$ cat config.mk
export PLATFORM = sky130hd
export DESIGN_NAME = peripheral_event_router
export DESIGN_NICKNAME = d
export VERILOG_FILES = /design/src/verilog/event_router_pkg.sv /design/src/verilog/channel_divider.sv /design/src/verilog/peripheral_event_router.sv
export SDC_FILE = /design/constraint.sdc
export NUM_CORES = 1
export LEC_CHECK = 0
export ABC_AREA = 0
export BUFFER_PORTS_ARGS = -buffer_cell sky130_fd_sc_hd__buf_2
export CAP_MARGIN = 25
export CORE_ASPECT_RATIO = 1.1
export CORE_MARGIN = 5
export CORE_UTILIZATION = 40
export CTS_BUF_LIST = sky130_fd_sc_hd__clkbuf_2
export DETAILED_ROUTE_END_ITERATION = 8
export PLACE_DENSITY = 0.68
export SLEW_MARGIN = 20
export SYNTH_ARGS = -nofsm -noshare
export SYNTH_HDL_FRONTEND = slang
export SYNTH_SLANG_ARGS = --single-unit
$ cat constraint.sdc
create_clock -name clk -period 5.3 [get_ports clk]
set_input_delay 0.265 -clock clk [delete_from_list [all_inputs] [get_ports clk]]
set_output_delay 0.265 -clock clk [all_outputs]
set_load 0.01 [all_outputs]
$ cat src/verilog/event_router_pkg.sv
// Constants and types shared by the event router
package event_router_pkg;
   // =====================================================================
   // Sizes
   localparam int unsigned CHANNELS = 8;
   localparam int unsigned SOURCES = 32;
   localparam int unsigned SEL_WIDTH = 8;
   localparam int unsigned DIV_SEL_WIDTH = 4;
   localparam int unsigned DIV_CNT_WIDTH = 15;
   // =====================================================================
   // Source selector values
   localparam logic [7:0] SEL_NONE = 8'h00;
   localparam logic [7:0] SEL_PRESCALER = 8'h01;
   localparam logic [7:0] SEL_SOURCE_BASE = 8'h20;
   // =====================================================================
   // Reset values
   localparam logic [7:0] SEL_RESET = 8'h00;
   localparam logic [3:0] DIV_SEL_RESET = 4'h0;
   localparam logic [14:0] DIV_CNT_RESET = 15'h0000;
   // =====================================================================
   // Largest divider exponent: 2**15 = 32768
   localparam logic [3:0] DIV_SEL_MAX = 4'hF;
   // Latency from generator to user, peripheral clock cycles
   localparam int unsigned ROUTE_LATENCY = 2;
   // =====================================================================
   // Event decode seen by a data-capable user
   typedef enum logic [1:0]
   {
      EVT_NONE = 2'b00,
      EVT_DATA_01 = 2'b01,
      EVT_DATA_02 = 2'b10,
      EVT_DATA_03 = 2'b11
   } data_event_type;
endpackage

$ cat src/verilog/channel_divider.sv
// Per-channel peripheral clock prescaler emitting a one-cycle tick
`timescale 1ns/1ps
`default_nettype none
module channel_divider
(
   input wire logic clk,
   input wire logic rst_n,
   input wire logic [3:0] div_sel,
   output logic tick
);
   logic [14:0] count_q;
   logic [14:0] count_d;
   logic [14:0] limit;
   logic [3:0] sel_eff;

   // =====================================================================
   // Divide by 2**div_sel, 1 up to 32768
   always_comb
   begin
      sel_eff = (div_sel > event_router_pkg::DIV_SEL_MAX) ? event_router_pkg::DIV_SEL_MAX
                                                            : div_sel;
      limit = 15'((32'h1 << sel_eff) - 32'h1);
      count_d = count_q + 15'h0001;
      tick = 1'b0;
      if (count_q >= limit)
      begin
         count_d = 15'h0000;
         tick = 1'b1;
      end
      if (!rst_n)
      begin
         count_d = event_router_pkg::DIV_CNT_RESET;
      end
   end

   always_ff @(posedge clk)
   begin
      count_q <= count_d;
   end

   div_period_a: assert property (@(posedge clk) disable iff (!rst_n)
      (div_sel == 4'h0 && $past(div_sel) == 4'h0 && $past(rst_n)) |-> tick)
      else $error("Undivided prescaler missed a tick");
endmodule // channel_divider
`default_nettype wire

$ cat src/verilog/peripheral_event_router.sv
// Eight-channel peripheral event routing fabric
`timescale 1ns/1ps
`default_nettype none
// How it works
// - Eight independent source selectors, each one event channel, run in parallel.
// - An event reaches the user outputs at most two clock cycles later.
// - Routing runs alike in active and idle sleep; nothing gates the clock.
// - Each channel prescaler divides the peripheral clock by 1 up to 32768.
// - Every channel owns its own divider, so intervals differ per channel.
// - Injection bit n acts on channel n; many bits inject together.
// - An injected event lasts one cycle and overrides the routed source.
// - Data users decode strobe/data as none, event 01, 02 or 03.
// - Signaling users see an event exactly when strobe is one.
// - Each user chooses data decoding or signaling decoding by configuration.
// - Signaling events carry nothing beyond the fact of a change.
// - Routed events are single-cycle pulses unless the source holds them.
// - Selector zero or an absent source routes nothing; injection still works.
module peripheral_event_router
(
   input wire logic clk,
   input wire logic rst_n,
   input wire logic [31:0] source_strobe,
   input wire logic [31:0] source_data,
   input wire logic [63:0] channel_source_select,
   input wire logic [31:0] divider_select,
   input wire logic [7:0] inject_data,
   input wire logic inject_data_write,
   input wire logic [7:0] inject_strobe,
   input wire logic inject_strobe_write,
   input wire logic [7:0] user_data_mode,
   output logic [7:0] channel_strobe,
   output logic [7:0] channel_data,
   output logic [15:0] user_event,
   output logic [7:0] user_signal
);
   logic [7:0] strobe_q;
   logic [7:0] strobe_d;
   logic [7:0] data_q;
   logic [7:0] data_d;
   logic [7:0] inj_data_q;
   logic [7:0] inj_data_d;
   logic [15:0] user_event_q;
   logic [15:0] user_event_d;
   logic [7:0] user_signal_q;
   logic [7:0] user_signal_d;
   logic [7:0] tick;
   logic [7:0] route_strobe;
   logic [7:0] route_data;

   // =====================================================================
   // Channels
   genvar ch;
   generate
      for (ch = 0; ch < event_router_pkg::CHANNELS; ch++)
      begin : g_chan
         logic [7:0] sel;
         logic [7:0] idx;
         assign sel = channel_source_select[ch*8 +: 8];
         assign idx = sel - event_router_pkg::SEL_SOURCE_BASE;

         channel_divider u_div
         (
            .clk(clk),
            .rst_n(rst_n),
            .div_sel(divider_select[ch*4 +: 4]),
            .tick(tick[ch])
         );

         always_comb
         begin
            route_strobe[ch] = 1'b0;
            route_data[ch] = 1'b0;
            if (sel == event_router_pkg::SEL_PRESCALER)
            begin
               route_strobe[ch] = tick[ch];
            end
            else if (sel >= event_router_pkg::SEL_SOURCE_BASE &&
                     idx < 8'(event_router_pkg::SOURCES))
            begin
               route_strobe[ch] = source_strobe[idx[4:0]];
               route_data[ch] = source_data[idx[4:0]];
            end
            // Zero and absent selections route nothing
         end
      end
   endgenerate

   // =====================================================================
   // Injection, channel stage and user decode
   always_comb
   begin
      inj_data_d = inject_data_write ? inject_data : inj_data_q;
      strobe_d = route_strobe;
      data_d = route_data;
      for (int i = 0; i < 8; i++)
      begin
         if (inject_strobe_write && (inject_strobe[i] || inj_data_d[i]))
         begin
            strobe_d[i] = inject_strobe[i];
            data_d[i] = inj_data_d[i];
         end
      end
      user_event_d = 16'h0000;
      user_signal_d = strobe_q;
      for (int i = 0; i < 8; i++)
      begin
         if (user_data_mode[i])
         begin
            user_event_d[i*2 +: 2] = {strobe_q[i], data_q[i]};
         end
         else
         begin
            user_event_d[i*2 +: 2] = {strobe_q[i], 1'b0};
         end
      end
      if (!rst_n)
      begin
         inj_data_d = 8'h00;
         strobe_d = 8'h00;
         data_d = 8'h00;
         user_event_d = 16'h0000;
         user_signal_d = 8'h00;
      end
   end

   always_ff @(posedge clk)
   begin
      inj_data_q <= inj_data_d;
      strobe_q <= strobe_d;
      data_q <= data_d;
      user_event_q <= user_event_d;
      user_signal_q <= user_signal_d;
   end

   assign channel_strobe = strobe_q;
   assign channel_data = data_q;
   assign user_event = user_event_q;
   assign user_signal = user_signal_q;

   // =====================================================================
   // Checks
   inject_one_cycle_a: assert property (@(posedge clk) disable iff (!rst_n)
      (inject_strobe_write && inject_strobe[0]) ##1
      (!inject_strobe_write && channel_source_select[7:0] == event_router_pkg::SEL_NONE)
      |-> channel_strobe[0] ##1 !channel_strobe[0])
      else $error("Injected event lasted more than one cycle");
   inject_override_a: assert property (@(posedge clk) disable iff (!rst_n)
      (inject_strobe_write && inject_strobe[3]) |=> channel_strobe[3])
      else $error("Injected strobe not seen on channel");
   inject_data_a: assert property (@(posedge clk) disable iff (!rst_n)
      (inject_strobe_write && inject_strobe[5]) |=> channel_data[5] == $past(inj_data_d[5]))
      else $error("Injected data wrong on channel");
   zero_select_a: assert property (@(posedge clk) disable iff (!rst_n)
      (channel_source_select[7:0] == 8'h00 && !inject_strobe_write) |=> !channel_strobe[0])
      else $error("Channel with zero selector routed an event");
   route_latency_a: assert property (@(posedge clk) disable iff (!rst_n)
      (channel_source_select[15:8] == 8'h20 && source_strobe[0] && !inject_strobe_write)
      |-> ##2 user_signal[1]) else $error("Routed event late to user");
   signal_user_a: assert property (@(posedge clk) disable iff (!rst_n)
      ##1 user_signal == $past(channel_strobe)) else $error("Signaling decode wrong");
   data_decode_a: assert property (@(posedge clk) disable iff (!rst_n)
      ($past(rst_n) && $past(user_data_mode[2]))
      |-> user_event[5:4] == $past({channel_strobe[2], channel_data[2]}))
      else $error("Data decode wrong");
   signal_mode_a: assert property (@(posedge clk) disable iff (!rst_n)
      !$past(user_data_mode[6]) |-> !user_event[12]) else $error("Signal user saw data");
   reset_clear_a: assert property (@(posedge clk)
      !rst_n |=> (channel_strobe == 8'h00 && user_signal == 8'h00))
      else $error("Outputs not cleared by reset");
endmodule // peripheral_event_router
`default_nettype wire

======== Word level (Yosys, flattened, before mapping) ========
Index checks and enable logic that the tools add are counted.
Widths: inputs -> output; s select.
operators by class
  add/sub/neg operators ................... 24
  $lt $le $gt $ge ......................... 40
  equal/unequal tests ..................... 8
  shifts and indexed selects .............. 8
  multiplexer cells ....................... 97
  bitwise operators ....................... 1
  reductions and logical operators ........ 40
operators by type and width
  operator               number
  $add 15x1->15 const B  8
  $ge 15x15->1           8
  $shl 1x4->15 const A   8
  $sub 15x1->15 const B  8
  $bmux 1 s5             16
  $mux 1                 72
  $eq 8x1->1 const B     8
  $ge 8x6->1 const B     8
  $lt 8x6->1 const B     8
  $sub 8x6->8 const B    8
  $lt 5x6->1 const B     8
  $gt 4x4->1 const B     8
  $mux 4                 8
  $logic_and 1x1->1      16
  $reduce_and 2->1       8
  $reduce_or 2->1        8
  $logic_or 1x1->1       8
  $mux 8                 1
  $not 1->1              1
storage, ports and cells
  bits in registers ....................... 168
  input port bits ......................... 188
  output and inout bits ................... 40
  logic and storage cells ................. 239

======== Depth between registers and ports, before layout ========
  depth in word-level cells ............... 8
  depth in mapped cells ................... 18
  gate-level depth less buffers ........... 14

======== Hierarchy ========
From an unflattened synthesis, not the netlist that was laid out.
unflattened totals
  cells, all modules ...................... 1,777
  area total of the unflattened synthesis .. 15,974.1 sq um
by module, submodules not included
  module                   times used  cells each  area each (sq um)
  channel_divider          8           154         1,217.4
  peripheral_event_router  1           545         6,234.7

======== Worst setup path before layout ========
OpenSTA, ideal clock, no wires.
  kind .................................... input -> register
  start point ............................. input port divider_select[22]
  end point ............................... register g_chan[5].u_div.count_q[10]
  data arrival time ....................... 3,214 ps
  required time ........................... 5,235 ps
  setup slack ............................. 2,021 ps
  stages on the path ...................... 18
  path through ............................ clkbuf_1 nor2_1 nand3_1 ha_1 clkbuf_1 nor2_1 nand3b_1 o21ai_0 a22oi_1 ha_1 and3_1 a221o_1 a21oi_1 o21ai_1 or2_1 clkbuf_1 clkbuf_1 nor2_1
on the way
  longest elaborated chain between the ends .. 6
RTL lines
  item                           RTL line                       RTL
  start: declaration             peripheral_event_router.sv:25  input wire logic [31:0] divider_select,
  $gt 4x4->1                     channel_divider.sv:20          sel_eff = (div_sel > event_router_pkg::DIV_SEL_MAX) ? event_router_pkg::DIV_SEL_MAX
  $mux 4 (*)                     channel_divider.sv:20
  $shl 1x4->15 (*)               channel_divider.sv:22          limit = 15'((32'h1 << sel_eff) - 32'h1);
  $sub 15x1->15 (*)              channel_divider.sv:22
  $ge 15x15->1 (*)               channel_divider.sv:25          if (count_q >= limit)
  $reduce_or 2->1 (no line) (*)  n/a
  end signal: assignment         channel_divider.sv:38          count_q <= count_d;
  end: declaration               channel_divider.sv:11          logic [14:0] count_q;
Every way passes the cells marked *; elsewhere a longest branch is shown, timed or not.
A chain may end at the register's enable or synchronous reset.

======== Worst setup path in the final report ========
  start point ............................. input port divider_select[17]
  end point ............................... register strobe_q[4] (netlist: channel_strobe[4])
on the way
  longest elaborated chain between the ends .. 8
RTL lines
  item                    RTL line                        RTL
  $gt 4x4->1              channel_divider.sv:20
  $mux 4 (*)              channel_divider.sv:20
  $shl 1x4->15 (*)        channel_divider.sv:22
  $sub 15x1->15 (*)       channel_divider.sv:22
  $ge 15x15->1 (*)        channel_divider.sv:25
  $mux 1 (*)              channel_divider.sv:25
  $mux 1 (*)              peripheral_event_router.sv:73   if (sel == event_router_pkg::SEL_PRESCALER)
  $mux 1 (*)              peripheral_event_router.sv:97   if (inject_strobe_write && (inject_strobe[i] || inj_data_d[i]))
  end signal: assignment  peripheral_event_router.sv:129  strobe_q <= strobe_d;
  end: declaration        peripheral_event_router.sv:36   logic [7:0] strobe_q;
Marked as above.

==> impl_table.tex <==
\begin{tabular}{lr}
\hline
Metric & Value \\
\hline
\multicolumn{2}{l}{\textbf{Global routing}} \\
\quad Number of antenna violations at the first check in global routing & 15 \\
\quad Via count of the first global-routing pass & 13816 \\
\quad Global-route usage over all layers & 0.2173 \\
\quad Final global-route overflow total & 0 \\
\quad Maximum number of pins on one net before global-route repair & 46 \\
\quad Global-route wire length before repair & about 74000 um \\
\multicolumn{2}{l}{\textbf{Layout}} \\
\quad Final cell area excluding filler cells & about 18000 sq um \\
\quad \# nets final & 2222 \\
\quad Layout overhead on the synthesized area & 15.19\% \\
\quad Combined flip-flop and latch cell area & roughly 3200 sq um \\
\quad Multi-input combinational cell area & 11320 sq um \\
\quad Fraction of layout instances using a drive strength above 1 & 0.2123 \\
\quad Fill count & between 3000 and 4000 \\
\multicolumn{2}{l}{\textbf{Floorplan}} \\
\quad Die width & 196.1 um \\
\quad Row count & 75 \\
\quad Starting density of the core & 0.4021 \\
\quad Die Ht & 214.7 um \\
\quad Die area & 42120 sq um \\
\quad Core ar. & 37910 sq um \\
\quad I/O pin count & 228 \\
\multicolumn{2}{l}{\textbf{Setup path}} \\
\quad Crit. End Element & register \\
\quad Peak fanout along the critical path & 11 \\
\quad Longest individual stage delay on the worst path & 0.55 ns \\
\quad Required arrival time at the worst endpoint & 6.04 ns \\
\quad Slowest-stage cell, CP & sky130\_fd\_sc\_hd\_\_dlygate4sd3\_1 \\
\quad Ordered cell list for the critical path & buf\_2 > or2\_2 > or3\_1 > ha\_1 > or2\_2 > o21ai\_0 > a22o\_1 > a21oi\_1 > ha\_1 > nor2b\_1 > o41ai\_1 > nand2\_1 > a31oi\_1 > o21ai\_1 > dlygate4sd3\_1 \\
\quad Data arrival at the endpoint of the critical path & 3.86 ns \\
\quad Critical path start-end classification & in2reg \\
\quad Type of origin of the critical path & primary input \\
\multicolumn{2}{l}{\textbf{Routing}} \\
\quad Detailed Route WL & 47090 um \\
\quad Count of unresolved DRC violations after routing & 0 \\
\quad Count of TritonRoute iterations in the first routing pass & 5 \\
\quad Initial DRC Count & 1275 \\
\quad Routed wire per std cell & 19.51 um \\
\quad Vias after detailed routing & 14317 \\
\quad Remaining antenna violation count & 0 \\
\quad Routed vias/inst & slightly below 6 \\
\multicolumn{2}{l}{\textbf{Clock tree}} \\
\quad Clock-pin slew reported for the worst setup and hold paths after clock tree synthesis & 0.24 ns \\
\quad Later-pin clock latency in the skew report & 0.85 ns \\
\quad Clk Tree Root Cell & sky130\_fd\_sc\_hd\_\_clkbuf\_2 \\
\quad Maximum count of clock buffers along a single path & 2 \\
\quad H-tree Lvls & 4 \\
\quad TritonCTS clock tree & built \\
\quad Number of clock buffers inserted by TritonCTS & 17 \\
\quad Total clock sinks & 160 \\
\multicolumn{2}{l}{\textbf{Synth}} \\
\quad Area of the mapped netlist & 15240 sq um \\
\quad Yosys Warn Count & 0 \\
\quad Post-synthesis area per instance & 9.133 sq um \\
\quad FFs w/ async S/R, synth & 0 \\
\quad Net count of the mapped netlist & between 2000 and 2500 \\
\quad Synth Register Bits & between 150 and 200 \\
\quad Sequential area share after synthesis & 0.2101 \\
\quad Synth Flop Type & sky130\_fd\_sc\_hd\_\_dfxtp\_1 \\
\quad Gate count of the mapped netlist & 1669 \\
\quad Number of different library cells in the post-synthesis netlist & 71 \\
\quad Number of flops mapped to enable cells by yosys & 0 \\
\multicolumn{2}{l}{\textbf{Power and ir drop}} \\
\quad Pwr Density & 160.8 nW/um\^{}2 \\
\quad Fraction of power spent switching nets & 0.3574 \\
\quad Part of the total power dissipated in the clock network & 0.222 \\
\quad Int Power & 1814 uW \\
\quad Combinational share of power & 0.329 \\
\quad Sequential share of power & 0.449 \\
\quad Static Leak & 0.007399 uW \\
\quad Largest vdd supply drop & approximately 84 uV \\
\quad Net load switching power & 1009 uW \\
\multicolumn{2}{l}{\textbf{Placement}} \\
\quad Placed Instance Area & $\sim$16000 sq um \\
\quad Buffers added on ports & 227 \\
\quad Total half-perimeter wirelength after legalization and detailed placement & approximately 36000 um \\
\quad RePlAce Congestion & between 0.9 and 1 \\
\multicolumn{2}{l}{\textbf{STA}} \\
\quad Max Freq & 320.2 MHz \\
\quad Setup repair after global routing missed its margin & false \\
\quad Final count of pins violating max slew & 0 \\
\quad Final worst path period share & 0.5893 \\
\quad Post-route setup TNS & 0 ns \\
\quad Worst-case clock skew & between 0.05 and 0.06 ns \\
\quad Headroom to the max-slew limit & 0.4708 \\
\quad Tightest Pin Transition & 0.7929 ns \\
\quad Tmin final & between 3 and 4 ns \\
\quad Number of hold-slack violations in the final timing report & 0 \\
\quad Final-report setup violation count & 0 \\
\multicolumn{2}{l}{\textbf{Flow run}} \\
\quad Number of max-cap violations & 0 \\
\multicolumn{2}{l}{\textbf{Worst hold path}} \\
\quad Class of the tightest hold or removal check & in2reg \\
\multicolumn{2}{l}{\textbf{Status}} \\
\quad Outcome & finished, final reports clean \\
\hline
\end{tabular}
timing repair:
item | CTS | global route
resized for setup | 0 | 0
hold buffers | 83 | 0
hold endpoints to repair | 41 | 0
setup buffers | 0 | 0
layout make-up:
cell class | instances | area share
Multi-Input combinational cell | 1344 | 0.6444
Sequential cell | 160 | 0.1824
Timing Repair Buffer | 312 | 0.1129
Tap cell | 500 | 0.03563
Inverter | 55 | 0.01176
Clock inverter | 14 | 0.006199
Clock buffer | 18 | 0.005130
Antenna cell | 11 | 0.001568
worst paths after layout:
check                              from                    endpoint  slack, ns  depth (start not counted)
max                  divider_select[17]           channel_strobe[4]       2.18                         15
min                   divider_select[7]  g_chan[1].u_div.count_q[1]       0.29                          5
max reg2reg  g_chan[2].u_div.count_q[0]           channel_strobe[2]       2.60                          9
min reg2reg  g_chan[6].u_div.count_q[0]  g_chan[6].u_div.count_q[0]       0.51                          1
metrics by stage:
| stage | hold slack, ns | std cells | worst slack, ns | utilization | power, uW |
|---|---|---|---|---|---|
| final | 0.2868 | 2414 | 2.177 | 0.4632 | 2823 |
| after global routing | 0.1996 | 2414 | 1.992 | 0.4632 | 2988 |
| after CTS | 0.1824 | 2402 | 2.284 | 0.4621 | 2845 |
| after detailed placement | 0.4621 | 2287 | 1.495 | 0.4350 | 2157 |
| after global placement | 0.4544 | 2287 | 1.655 | 0.4350 | 2128 |
| after floorplan | 0.3796 | 1669 | 2.021 | - | 1867 |
routing by layer:
| layer | GRT usage | wire [um] | up-vias |
|---|---|---|---|
| li1 | - | - | 6718 |
| met1 | 0.2836 | 19260 | 6829 |
| met2 | 0.3500 | 21910 | 653 |
| met3 | 0.05294 | 4156 | 111 |
| met4 | 0.08194 | 1714 | 6 |
| met5 | 0 | 43 | - |
cell usage after synthesis (5+ instances only):
cell	n	area, sq um
sky130_fd_sc_hd__a211o_1	6	52.55
sky130_fd_sc_hd__a211oi_1	14	105.1
sky130_fd_sc_hd__a21o_1	20	150.1
sky130_fd_sc_hd__a21oi_1	103	515.5
sky130_fd_sc_hd__a22o_1	8	70.07
sky130_fd_sc_hd__a22oi_1	13	97.59
sky130_fd_sc_hd__a31oi_1	9	56.30
sky130_fd_sc_hd__and2_1	15	93.84
sky130_fd_sc_hd__and3_1	47	294.0
sky130_fd_sc_hd__buf_1	6	22.52
sky130_fd_sc_hd__buf_2	14	70.07
sky130_fd_sc_hd__buf_4	12	90.09
sky130_fd_sc_hd__clkbuf_1	73	274.0
sky130_fd_sc_hd__dfxtp_1	160	3203
sky130_fd_sc_hd__ha_1	144	1802
sky130_fd_sc_hd__inv_1	51	191.4
sky130_fd_sc_hd__mux2_2	9	101.4
sky130_fd_sc_hd__mux2i_1	43	430.4
sky130_fd_sc_hd__mux4_1	11	289.0
sky130_fd_sc_hd__mux4_2	130	2928
sky130_fd_sc_hd__nand2_1	106	397.9
sky130_fd_sc_hd__nand2b_1	12	75.07
sky130_fd_sc_hd__nand3_1	76	380.4
sky130_fd_sc_hd__nand3b_1	11	82.58
sky130_fd_sc_hd__nand4_1	18	112.6
sky130_fd_sc_hd__nor2_1	192	720.7
sky130_fd_sc_hd__nor2b_1	23	143.9
sky130_fd_sc_hd__nor3_1	46	230.2
sky130_fd_sc_hd__nor3b_1	11	82.58
sky130_fd_sc_hd__nor4_1	10	62.56
sky130_fd_sc_hd__o21a_1	9	67.56
sky130_fd_sc_hd__o21ai_0	43	215.2
sky130_fd_sc_hd__o21ai_1	17	85.08
sky130_fd_sc_hd__o22ai_1	11	68.82
sky130_fd_sc_hd__o2bb2ai_1	5	43.79
sky130_fd_sc_hd__o311ai_0	5	43.79
sky130_fd_sc_hd__o31a_1	7	61.31
sky130_fd_sc_hd__or3_1	7	43.79
sky130_fd_sc_hd__xnor2_1	62	543.0
sky130_fd_sc_hd__xor2_1	54	473.0
cells in the final DEF, fill, tap and decap left out, types with 18 or more instances in the layout:
master | netlist | final
sky130_fd_sc_hd__buf_2 | 14 | 227
sky130_fd_sc_hd__nor2_1 | 192 | 192
sky130_fd_sc_hd__dfxtp_1 | 160 | 160
sky130_fd_sc_hd__ha_1 | 144 | 144
sky130_fd_sc_hd__mux4_2 | 130 | 130
sky130_fd_sc_hd__nand2_1 | 106 | 106
sky130_fd_sc_hd__a21oi_1 | 103 | 103
sky130_fd_sc_hd__dlygate4sd3_1 | 0 | 83
sky130_fd_sc_hd__nand3_1 | 76 | 76
sky130_fd_sc_hd__xnor2_1 | 62 | 62
sky130_fd_sc_hd__xor2_1 | 54 | 54
sky130_fd_sc_hd__inv_1 | 51 | 51
sky130_fd_sc_hd__and3_1 | 47 | 47
sky130_fd_sc_hd__nor3_1 | 46 | 46
sky130_fd_sc_hd__o21ai_0 | 43 | 43
sky130_fd_sc_hd__mux2i_1 | 43 | 43
sky130_fd_sc_hd__nor2b_1 | 23 | 23
sky130_fd_sc_hd__a21o_1 | 20 | 20
sky130_fd_sc_hd__nand4_1 | 18 | 18
sky130_fd_sc_hd__clkbuf_2 | 0 | 18
critical path: cells and delay by family:
family	cells	cell delay [ns]
adder cells (fa/ha/maj)	2	0.56
AO/OA/AOI/OAI	6	1.04
buffers and inverters	2	0.70
AND/OR/NAND/NOR	5	1.30
power by group through the flow:
stage | Sequential, uW | Clock [uW] | Combinational, uW
after floorplan | 1290 | 0 | 581
after global placement | 1290 | 0 | 839
after detailed placement | 1290 | 0 | 867
after CTS | 1270 | 661 | 917
after global routing | 1270 | 704 | 1010
final | 1270 | 627 | 929
registers in the layout, summed over array words and instances, names as in the netlist:
signal and cells:
channel_data 8, channel_strobe 8, g_chan.u_div.count_q 120, inj_data_q 8
user_event 16
cells by family (layout without fill, tap and decap cells):
| group | count (synthesis) | in the layout | share of synthesized area |
|---|---|---|---|
| simple gates | 592 | 592 | 0.1878 |
| flops | 160 | 160 | 0.2101 |
| buf+inv | 165 | 399 | 0.04777 |
| xor+xnor | 116 | 116 | 0.06665 |
| compound gates | 299 | 299 | 0.1235 |
| fa+ha+maj | 144 | 144 | 0.1182 |
| mux | 193 | 193 | 0.2459 |
| other cells | 0 | 11 | 0 |
Note: power is estimated with default switching activity, not from simulation.
